### config.mk
export PLATFORM = sky130hd
export DESIGN_NAME = icm_capture
export DESIGN_NICKNAME = d
export VERILOG_FILES = /design/src/core/icm_pkg.sv /design/src/core/icm_edge_detect.sv /design/src/core/icm_capture.sv
export SDC_FILE = /design/constraint.sdc
export NUM_CORES = 1
export LEC_CHECK = 0
export ABC_AREA = 1
export BUFFER_PORTS_ARGS = -buffer_cell sky130_fd_sc_hd__buf_2
export CELL_PAD_IN_SITES_DETAIL_PLACEMENT = 0
export CELL_PAD_IN_SITES_GLOBAL_PLACEMENT = 1
export CORE_MARGIN = 3
export CORE_UTILIZATION = 35
export DETAILED_ROUTE_END_ITERATION = 10
export PLACE_DENSITY = 0.93
export SKIP_CTS_REPAIR_TIMING = 1
export SYNTH_ARGS = -nofsm -noshare
export SYNTH_HDL_FRONTEND = slang
export SYNTH_HIERARCHICAL = 1
export SYNTH_SLANG_ARGS = --single-unit
export TNS_END_PERCENT = 20
### constraint.sdc
create_clock -name sys_clk -period 2.3 [get_ports sys_clk]
set_clock_uncertainty 0.15 [all_clocks]
set_input_delay 0.23 -clock sys_clk [delete_from_list [all_inputs] [get_ports sys_clk]]
set_output_delay 0.23 -clock sys_clk [all_outputs]
set_load 0.1 [all_outputs]
### src/core/icm_pkg.sv
package icm_pkg;
  localparam int MODE_W = 3;
  localparam int TIMER_W = 32;
  localparam logic [2:0] MODE_OFF = 3'h0;
  localparam logic [2:0] MODE_EVERY_EDGE = 3'h1;
  localparam logic [2:0] MODE_FALL = 3'h2;
  localparam logic [2:0] MODE_RISE = 3'h3;
  localparam logic [2:0] MODE_RISE4 = 3'h4;
  localparam logic [2:0] MODE_RISE16 = 3'h5;
  localparam logic [2:0] MODE_FIRST_EDGE = 3'h6;
  localparam logic [2:0] MODE_IRQ_ONLY = 3'h7;
  localparam int PRESCALE_W = 4;
  localparam logic [3:0] PRESCALE_4_LAST = 4'h3;
  localparam logic [3:0] PRESCALE_16_LAST = 4'hF;
  localparam logic [3:0] PRESCALE_RESET = 4'h0;
  localparam int PRIO_W = 3;
  localparam int SUBPRIO_W = 2;
endpackage

### src/core/icm_edge_detect.sv
`timescale 1ns/1ps
module icm_edge_detect
(
  input wire logic sys_clk,
  input wire logic rst_n,
  input wire logic sig_in,
  output logic rise,
  output logic fall
);
  typedef struct packed {
    logic prev;
    logic valid;
  } icm_edge_state_type;
  icm_edge_state_type state;
  icm_edge_state_type next_state;
  always_comb
  begin
    next_state.prev = sig_in;
    next_state.valid = 1'b1;
  end
  always_ff @(posedge sys_clk)
  begin
    if (!rst_n)
      state <= '0;
    else
      state <= next_state;
  end
  // No edge reported before first sample after reset
  assign rise = state.valid & sig_in & ~state.prev;
  assign fall = state.valid & ~sig_in & state.prev;
endmodule // icm_edge_detect

### src/core/icm_capture.sv
`timescale 1ns/1ps
// Notes on behaviour
// - Mode 000 disables channel, no events.
// - Mode 001 captures every edge.
// - Mode 010 captures falling edges only.
// - Mode 011 captures rising edges only.
// - Mode 100 captures every fourth rising edge.
// - Mode 101 captures every sixteenth rising edge.
// - Mode 110: chosen first edge, then every edge.
// - Mode 111 interrupts only while core sleeps.
// - Separate capture and error flags, shared priority.
module icm_capture
(
  input wire logic sys_clk,
  input wire logic rst_n,
  input wire logic [icm_pkg::MODE_W-1:0] capture_mode_select,
  input wire logic first_edge_rising,
  input wire logic core_sleep_idle,
  input wire logic [icm_pkg::TIMER_W-1:0] timer_count,
  input wire logic capture_in,
  input wire logic buffer_read,
  input wire logic capture_irq_clear,
  input wire logic capture_error_irq_clear,
  input wire logic [icm_pkg::PRIO_W-1:0] irq_priority,
  input wire logic [icm_pkg::SUBPRIO_W-1:0] irq_subpriority,
  output logic [icm_pkg::TIMER_W-1:0] capture_buffer,
  output logic capture_buffer_full,
  output logic capture_irq,
  output logic capture_error_irq,
  output logic [icm_pkg::PRIO_W-1:0] irq_priority_out,
  output logic [icm_pkg::SUBPRIO_W-1:0] irq_subpriority_out
);
  import icm_pkg::*;
  typedef struct packed {
    logic [TIMER_W-1:0] buffer;
    logic full;
    logic cap_flag;
    logic err_flag;
    logic [PRESCALE_W-1:0] prescale;
    logic armed;
    logic [MODE_W-1:0] last_mode;
    logic [PRIO_W-1:0] prio;
    logic [SUBPRIO_W-1:0] subprio;
  } icm_state_type;
  icm_state_type state;
  icm_state_type next_state;
  logic rise;
  logic fall;
  logic event_hit;
  logic irq_hit;
  icm_edge_detect u_edge
  (
    .sys_clk(sys_clk),
    .rst_n(rst_n),
    .sig_in(capture_in),
    .rise(rise),
    .fall(fall)
  );
  always_comb
  begin
    next_state = state;
    event_hit = 1'b0;
    irq_hit = 1'b0;
    next_state.last_mode = capture_mode_select;
    // Priority copies lag the inputs by one cycle
    next_state.prio = irq_priority;
    next_state.subprio = irq_subpriority;
    // Mode change restarts prescaler and first-edge wait
    if (capture_mode_select != state.last_mode)
    begin
      next_state.prescale = PRESCALE_RESET;
      next_state.armed = 1'b0;
    end
    else
    begin
      case (capture_mode_select)
        MODE_OFF: event_hit = 1'b0;
        MODE_EVERY_EDGE: event_hit = rise | fall;
        MODE_FALL: event_hit = fall;
        MODE_RISE: event_hit = rise;
        MODE_RISE4:
        begin
          if (rise)
          begin
            event_hit = (state.prescale == PRESCALE_4_LAST);
            next_state.prescale = event_hit ? PRESCALE_RESET : state.prescale + 4'h1;
          end
        end
        MODE_RISE16:
        begin
          if (rise)
          begin
            event_hit = (state.prescale == PRESCALE_16_LAST);
            next_state.prescale = state.prescale + 4'h1;
          end
        end
        MODE_FIRST_EDGE:
        begin
          if (state.armed)
            event_hit = rise | fall;
          else if (first_edge_rising ? rise : fall)
          begin
            event_hit = 1'b1;
            next_state.armed = 1'b1;
          end
        end
        MODE_IRQ_ONLY: irq_hit = core_sleep_idle & (rise | fall);
        default: event_hit = 1'b0;
      endcase
    end
    // One-word buffer: unread word plus new event is an overrun error
    if (buffer_read)
      next_state.full = 1'b0;
    if (capture_irq_clear)
      next_state.cap_flag = 1'b0;
    if (capture_error_irq_clear)
      next_state.err_flag = 1'b0;
    // Sets follow clears, so a same-cycle set wins
    if (event_hit)
    begin
      if (state.full && !buffer_read)
        next_state.err_flag = 1'b1;
      else
      begin
        next_state.buffer = timer_count;
        next_state.full = 1'b1;
      end
      next_state.cap_flag = 1'b1;
    end
    if (irq_hit)
      next_state.cap_flag = 1'b1;
  end
  // Synchronous reset clears every flag and the prescaler
  always_ff @(posedge sys_clk)
  begin
    if (!rst_n)
      state <= '0;
    else
      state <= next_state;
  end
  assign capture_buffer = state.buffer;
  assign capture_buffer_full = state.full;
  assign capture_irq = state.cap_flag;
  assign capture_error_irq = state.err_flag;
  assign irq_priority_out = state.prio;
  assign irq_subpriority_out = state.subprio;

  AST_OFF_QUIET: assert property (@(posedge sys_clk) disable iff (!rst_n)
    (capture_mode_select == MODE_OFF && !capture_irq) ##1 (capture_mode_select == MODE_OFF) |-> !capture_irq)
    else $error("Capture flag raised while disabled");
  AST_EDGE_ALL: assert property (@(posedge sys_clk) disable iff (!rst_n)
    (capture_mode_select == MODE_EVERY_EDGE && $stable(capture_mode_select) && (rise || fall)) |=> capture_irq)
    else $error("Edge mode missed an edge");
  AST_FALL_ONLY: assert property (@(posedge sys_clk) disable iff (!rst_n)
    (capture_mode_select == MODE_FALL && $stable(capture_mode_select) && fall) |=> capture_irq)
    else $error("Falling edge not captured");
  AST_RISE_IGNORE_FALL: assert property (@(posedge sys_clk) disable iff (!rst_n)
    (capture_mode_select == MODE_RISE && fall && !capture_irq && !buffer_read) |=> !capture_buffer_full || $past(capture_buffer_full))
    else $error("Falling edge captured in rise mode");
  AST_PRESCALE4: assert property (@(posedge sys_clk) disable iff (!rst_n)
    (capture_mode_select == MODE_RISE4 && $stable(capture_mode_select) && rise && state.prescale != PRESCALE_4_LAST)
      |-> !event_hit)
    else $error("Prescale by four fired early");
  AST_PRESCALE16: assert property (@(posedge sys_clk) disable iff (!rst_n)
    (capture_mode_select == MODE_RISE16 && $stable(capture_mode_select) && rise && state.prescale == PRESCALE_16_LAST)
      |=> capture_irq && state.prescale == PRESCALE_RESET)
    else $error("Prescale by sixteen missed");
  AST_FIRST_EDGE: assert property (@(posedge sys_clk) disable iff (!rst_n)
    (capture_mode_select == MODE_FIRST_EDGE && $stable(capture_mode_select) && !state.armed
      && (first_edge_rising ? fall : rise)) |-> !event_hit)
    else $error("Wrong first edge captured");
  AST_IRQ_ONLY_AWAKE: assert property (@(posedge sys_clk) disable iff (!rst_n)
    (capture_mode_select == MODE_IRQ_ONLY) |-> !event_hit && (irq_hit == (core_sleep_idle && (rise || fall)
      && $stable(capture_mode_select))))
    else $error("Interrupt-only mode misbehaved");
  AST_STORE_TIMER: assert property (@(posedge sys_clk) disable iff (!rst_n)
    (event_hit && !capture_buffer_full) |=> capture_buffer == $past(timer_count) && capture_buffer_full)
    else $error("Timer value not stored on event");
  AST_OVERRUN: assert property (@(posedge sys_clk) disable iff (!rst_n)
    (event_hit && capture_buffer_full && !buffer_read) |=> capture_error_irq && $stable(capture_buffer))
    else $error("Overrun not flagged");

  // Checks on the decoded event, the sticky flags and the restart
  AST_OFF_NO_EVENT: assert property (@(posedge sys_clk) disable iff (!rst_n)
    (capture_mode_select == MODE_OFF) |-> !event_hit && !irq_hit)
    else $error("Event decoded while disabled");
  AST_FALL_IGNORE_RISE: assert property (@(posedge sys_clk) disable iff (!rst_n)
    (capture_mode_select == MODE_FALL && rise) |-> !event_hit)
    else $error("Rising edge captured in fall mode");
  AST_RISE_TAKEN: assert property (@(posedge sys_clk) disable iff (!rst_n)
    (capture_mode_select == MODE_RISE && $stable(capture_mode_select) && rise) |=> capture_irq)
    else $error("Rising edge not captured");
  AST_PRESCALE4_FIRE: assert property (@(posedge sys_clk) disable iff (!rst_n)
    (capture_mode_select == MODE_RISE4 && $stable(capture_mode_select) && rise && state.prescale == PRESCALE_4_LAST)
      |=> capture_irq && state.prescale == PRESCALE_RESET)
    else $error("Prescale by four missed");
  AST_PRESCALE16_EARLY: assert property (@(posedge sys_clk) disable iff (!rst_n)
    (capture_mode_select == MODE_RISE16 && rise && state.prescale != PRESCALE_16_LAST) |-> !event_hit)
    else $error("Prescale by sixteen fired early");
  AST_FIRST_EDGE_TAKEN: assert property (@(posedge sys_clk) disable iff (!rst_n)
    (capture_mode_select == MODE_FIRST_EDGE && $stable(capture_mode_select) && !state.armed
      && (first_edge_rising ? rise : fall)) |=> capture_irq && state.armed)
    else $error("Chosen first edge not captured");
  AST_IRQ_ONLY_NO_BUFFER: assert property (@(posedge sys_clk) disable iff (!rst_n)
    (capture_mode_select == MODE_IRQ_ONLY && !buffer_read)
      |=> $stable(capture_buffer_full) && $stable(capture_buffer))
    else $error("Interrupt-only mode wrote the buffer");
  AST_ERR_STICKY: assert property (@(posedge sys_clk) disable iff (!rst_n)
    (capture_error_irq && !capture_error_irq_clear) |=> capture_error_irq)
    else $error("Error flag dropped without a clear");
  AST_CAP_STICKY: assert property (@(posedge sys_clk) disable iff (!rst_n)
    (capture_irq && !capture_irq_clear) |=> capture_irq)
    else $error("Capture flag dropped without a clear");
  AST_PRIO_COPY: assert property (@(posedge sys_clk) disable iff (!rst_n)
    1'b1 |=> irq_priority_out == $past(irq_priority) && irq_subpriority_out == $past(irq_subpriority))
    else $error("Shared priority not passed on");
  AST_SET_WINS: assert property (@(posedge sys_clk) disable iff (!rst_n)
    (event_hit && capture_irq_clear) |=> capture_irq)
    else $error("Clear beat a capture event");
  AST_OVERRUN_KEEPS_CAP: assert property (@(posedge sys_clk) disable iff (!rst_n)
    (event_hit && capture_buffer_full && !buffer_read) |=> capture_irq && capture_buffer_full)
    else $error("Overrun lost the capture flag");
  AST_MODE_RESTART: assert property (@(posedge sys_clk) disable iff (!rst_n)
    !$stable(capture_mode_select) |=> state.prescale == PRESCALE_RESET && !state.armed)
    else $error("Mode change left prescaler or arming");
endmodule // icm_capture

==> impl_metrics.csv <==
group,metric,value,unit
logic_synthesis,synthAdderAreaFrac,0.00455,
drt,top_layer,"met5",
die,core-area,0.00745,mm²
cts,cts.path.max_buffers,2,
timing,setup_viol,0,
logic_synthesis,yosys-top-cells-area,"dfxtp_1, inv_1, nand2_1",
setup_path,cp.required,2.39,ns
logic_synthesis,synth_cell_types,25,
grt,grtUsageTotal,0.130,
power_and_ir_drop,peakVddDrop,221,µV
cts,insertion_delay,0.30,ns
cts,cts-buffers-inserted,5,
cells_and_area,layout_common_cells,"inv_1, nand2_1, buf_2, dfxtp_1, nor2_1",
logic_synthesis,syn-num-nets,476,
drt,wl_met2,2.64,mm
die,row_count,31,
timing,hold_viol,1,
power_and_ir_drop,share_comb_of_total_power,0.162,
grt,antenna_found_initial,1,
cells_and_area,multi_input_area,946,µm²
place,dpl.hpwl,4.27,mm
die,die_area,0.00897,mm²
logic_synthesis,seq_area_frac_synth,0.364,
timing,whs,-0.0109,ns
logic_synthesis,synth_mux_area_frac,0,
power_and_ir_drop,total_leakage_power,1.78,nW
logic_synthesis,synth-seq-cells,50,
logic_synthesis,synth_top_family_by_area,"simple AND/OR/NAND/NOR gates",
drt,antenna_left,0,
cts,h-tree-depth,2,
drt,drt_wl_total,5.92,mm
cells_and_area,layout_commonest_cell,"inv_1",
place,port_buffers,87,
die,die_h,94.7,µm
cells_and_area,seq_area,0.00100,mm²
cells_and_area,diodes,0,
power_and_ir_drop,power_frac_clock,0.314,
setup_path,critPathMaxFanout,32,
cells_and_area,nets,526,
hold_path,hp-start,"capture_in",
setup_path,rrSetupSlack,0.33,ns
hold_path,whs_path_depth,3,
grt,overflow,0,
timing,tns,0,ns
setup_path,reg2reg_to,"capture_buffer[20]",
logic_synthesis,synth-compound-area-share,0.00955,
drt,met1Wirelength,2.76,mm
die,start_util,0.370,
drt,wl_met3,436,µm
setup_path,slowest_delay,0.33,ns
cts,cts_tree,"yes",
timing,fin_crit,1.97,ns
grt,first_global_vias,2144,
logic_synthesis,syn_area,0.00275,mm²
drt,first_iter_violations,54,
cells_and_area,drive_above_1_share,0.230,
drt,viasPerCell,4.13,
power_and_ir_drop,p_int,1.21,mW
drt,vias,2384,
outcome,violations,"negative hold slack",
timing,maxSlewViolCount,0,
setup_path,rr_worst_depth,13,
power_and_ir_drop,power_density,540,mW/mm²
setup_path,path_class,"reg -> reg",
drt,first_pass_iters,6,
setup_path,crit_chain,"nand2_1 -> nor2_1 -> nor2_1 -> nand2_1 -> nand2_1 -> nor2_1 -> nor2_1 -> nand2_4 -> nand3_2 -> buf_4 -> nand2_1 -> inv_1 -> nor2_1",
cells_and_area,fill_cells,839,
power_and_ir_drop,p_sw,0.489,mW
cts,path_clk_slew,0.09,ns
cts,cts_root_buffer,"clkbuf_8",
setup_path,cp-end-kind,"register",
timing,relSlewSlack,0.665,
cts,cts.sinks,50,
logic_synthesis,synth_area_per_cell,6.45,µm²
timing,rsz0062_at_grt,"false",
timing,finalCritPeriodShare,0.857,
job,cap_violations,0,
grt,grt_pass1_wl,9.40,mm
place,gp_congestion,0.733,
hold_path,hp-class,"in -> reg",
power_and_ir_drop,p_sw_frac,0.288,
logic_synthesis,yosys_warnings,6,
hold_path,holdPathEnd,"u_edge/state[1]",
logic_synthesis,yosysTopAreaCell,"dfxtp_1",
logic_synthesis,postSynthCellCount,427,
power_and_ir_drop,seq_power_share,0.524,
setup_path,arrival,2.06,ns
logic_synthesis,synth_xor_area_frac,0.0159,
setup_path,cp-start-kind,"register",
setup_path,crit_path_top_delay_cell,"dfxtp_1",
grt,grt_max_degree,34,
setup_path,crit_top_cell,"nor2_1",
logic_synthesis,yosys.area_share.simple,0.314,
drt,wire_per_inst,10.3,µm
logic_synthesis,post-synth-top-area-fraction,0.364,
setup_path,r2r-start,"u_edge/state[0]",
outcome,status,"finished with violations",
drt,drc,0,
timing,tightest_slew,0.505,ns
cells_and_area,areaGrowthSynthToFinish,14.2,%
timing,fmax,0.507,GHz
die,die_x,94.7,µm
die,ios,88,
per-stage QoR:
step	cells	worst slack [ns]	total power [mW]	area (µm²)	util
after floorplan	427	0.268	1.12	2750	-
after detailed placement	564	0.289	1.18	3000	0.403
after global routing	577	0.105	1.78	3140	0.422
final	577	0.329	1.70	3140	0.422
after global placement	564	0.345	1.17	3000	0.403
after CTS	572	0.315	1.72	3090	0.415
synthesized netlist by cell type:
cell type	n
inv_1	114
a31oi_1	1
clkbuf_1	5
nand2_1	93
dfxtp_1	50
buf_1	3
nor2_1	48
xor2_1	2
nand4_1	33
nand2_2	1
nor2_4	1
buf_4	37
nand3_2	1
inv_2	3
xnor2_1	3
clkinv_1	1
nand3b_4	1
ha_1	1
nand3_1	10
buf_2	11
nor3b_1	1
nor3_1	1
nand2_4	1
nor2_2	1
a21oi_1	4
how the worst max path moves through the flow:
stage	to	slack, ns	start	cells past startpoint
floorplan	capture_buffer[18]	0.27	capture_buffer_full	8
global placement	capture_buffer[18]	0.34	capture_in	14
detailed placement	capture_buffer[19]	0.29	capture_in	14
CTS	capture_buffer[5]	0.32	u_edge/state[0]	13
global route	capture_buffer[27]	0.10	u_edge/state[0]	13
finish	capture_buffer[20]	0.33	u_edge/state[0]	13
area by class of cell:
class / count / share of cell area
inverters: 118 / 0.141
multi-input cells: 203 / 0.301
clock inverters: 1 / 0.00159
flip-flops and latches: 50 / 0.318
well taps: 99 / 0.0394
repair buffers: 99 / 0.171
clock buffers: 7 / 0.0275
power by group through the flow:
stage | sequential, mW | combinational (mW) | clock, mW
after floorplan | 0.910 | 0.207 | 0
after global placement | 0.908 | 0.266 | 0
after detailed placement | 0.909 | 0.269 | 0
after CTS | 0.889 | 0.270 | 0.561
after global routing | 0.890 | 0.301 | 0.589
final | 0.888 | 0.275 | 0.533
state kept, by name (all words and copies together) (netlist names):
name and count:
u_edge/state 2, capture_buffer 32, irq_priority_out 3, capture_buffer_full 1, capture_irq 1, irq_subpriority_out 2
capture_error_irq 1, state 8
critical path: cells and delay by family (launching register included):
kind,cells,cell delay (ns)
DFF,1,0.33
buffers and inverters,2,0.29
and+or+nand+nor,11,1.13
cell families after synthesis:
logic type	count (synthesis)
XOR/XNOR	5
AO/OA/AOI/OAI	5
adder cells (fa/ha/maj)	1
flip-flops	50
buffers and inverters	174
AND/OR/NAND/NOR	192
routing by layer:
metal,up-vias,GRT usage
met2,69,0.214
met4,2,0.0445
met1,1007,0.160
met3,9,0.0430
met5,-,0
li1,1297,-
No activity file was read; power rests on OpenSTA's default activity.
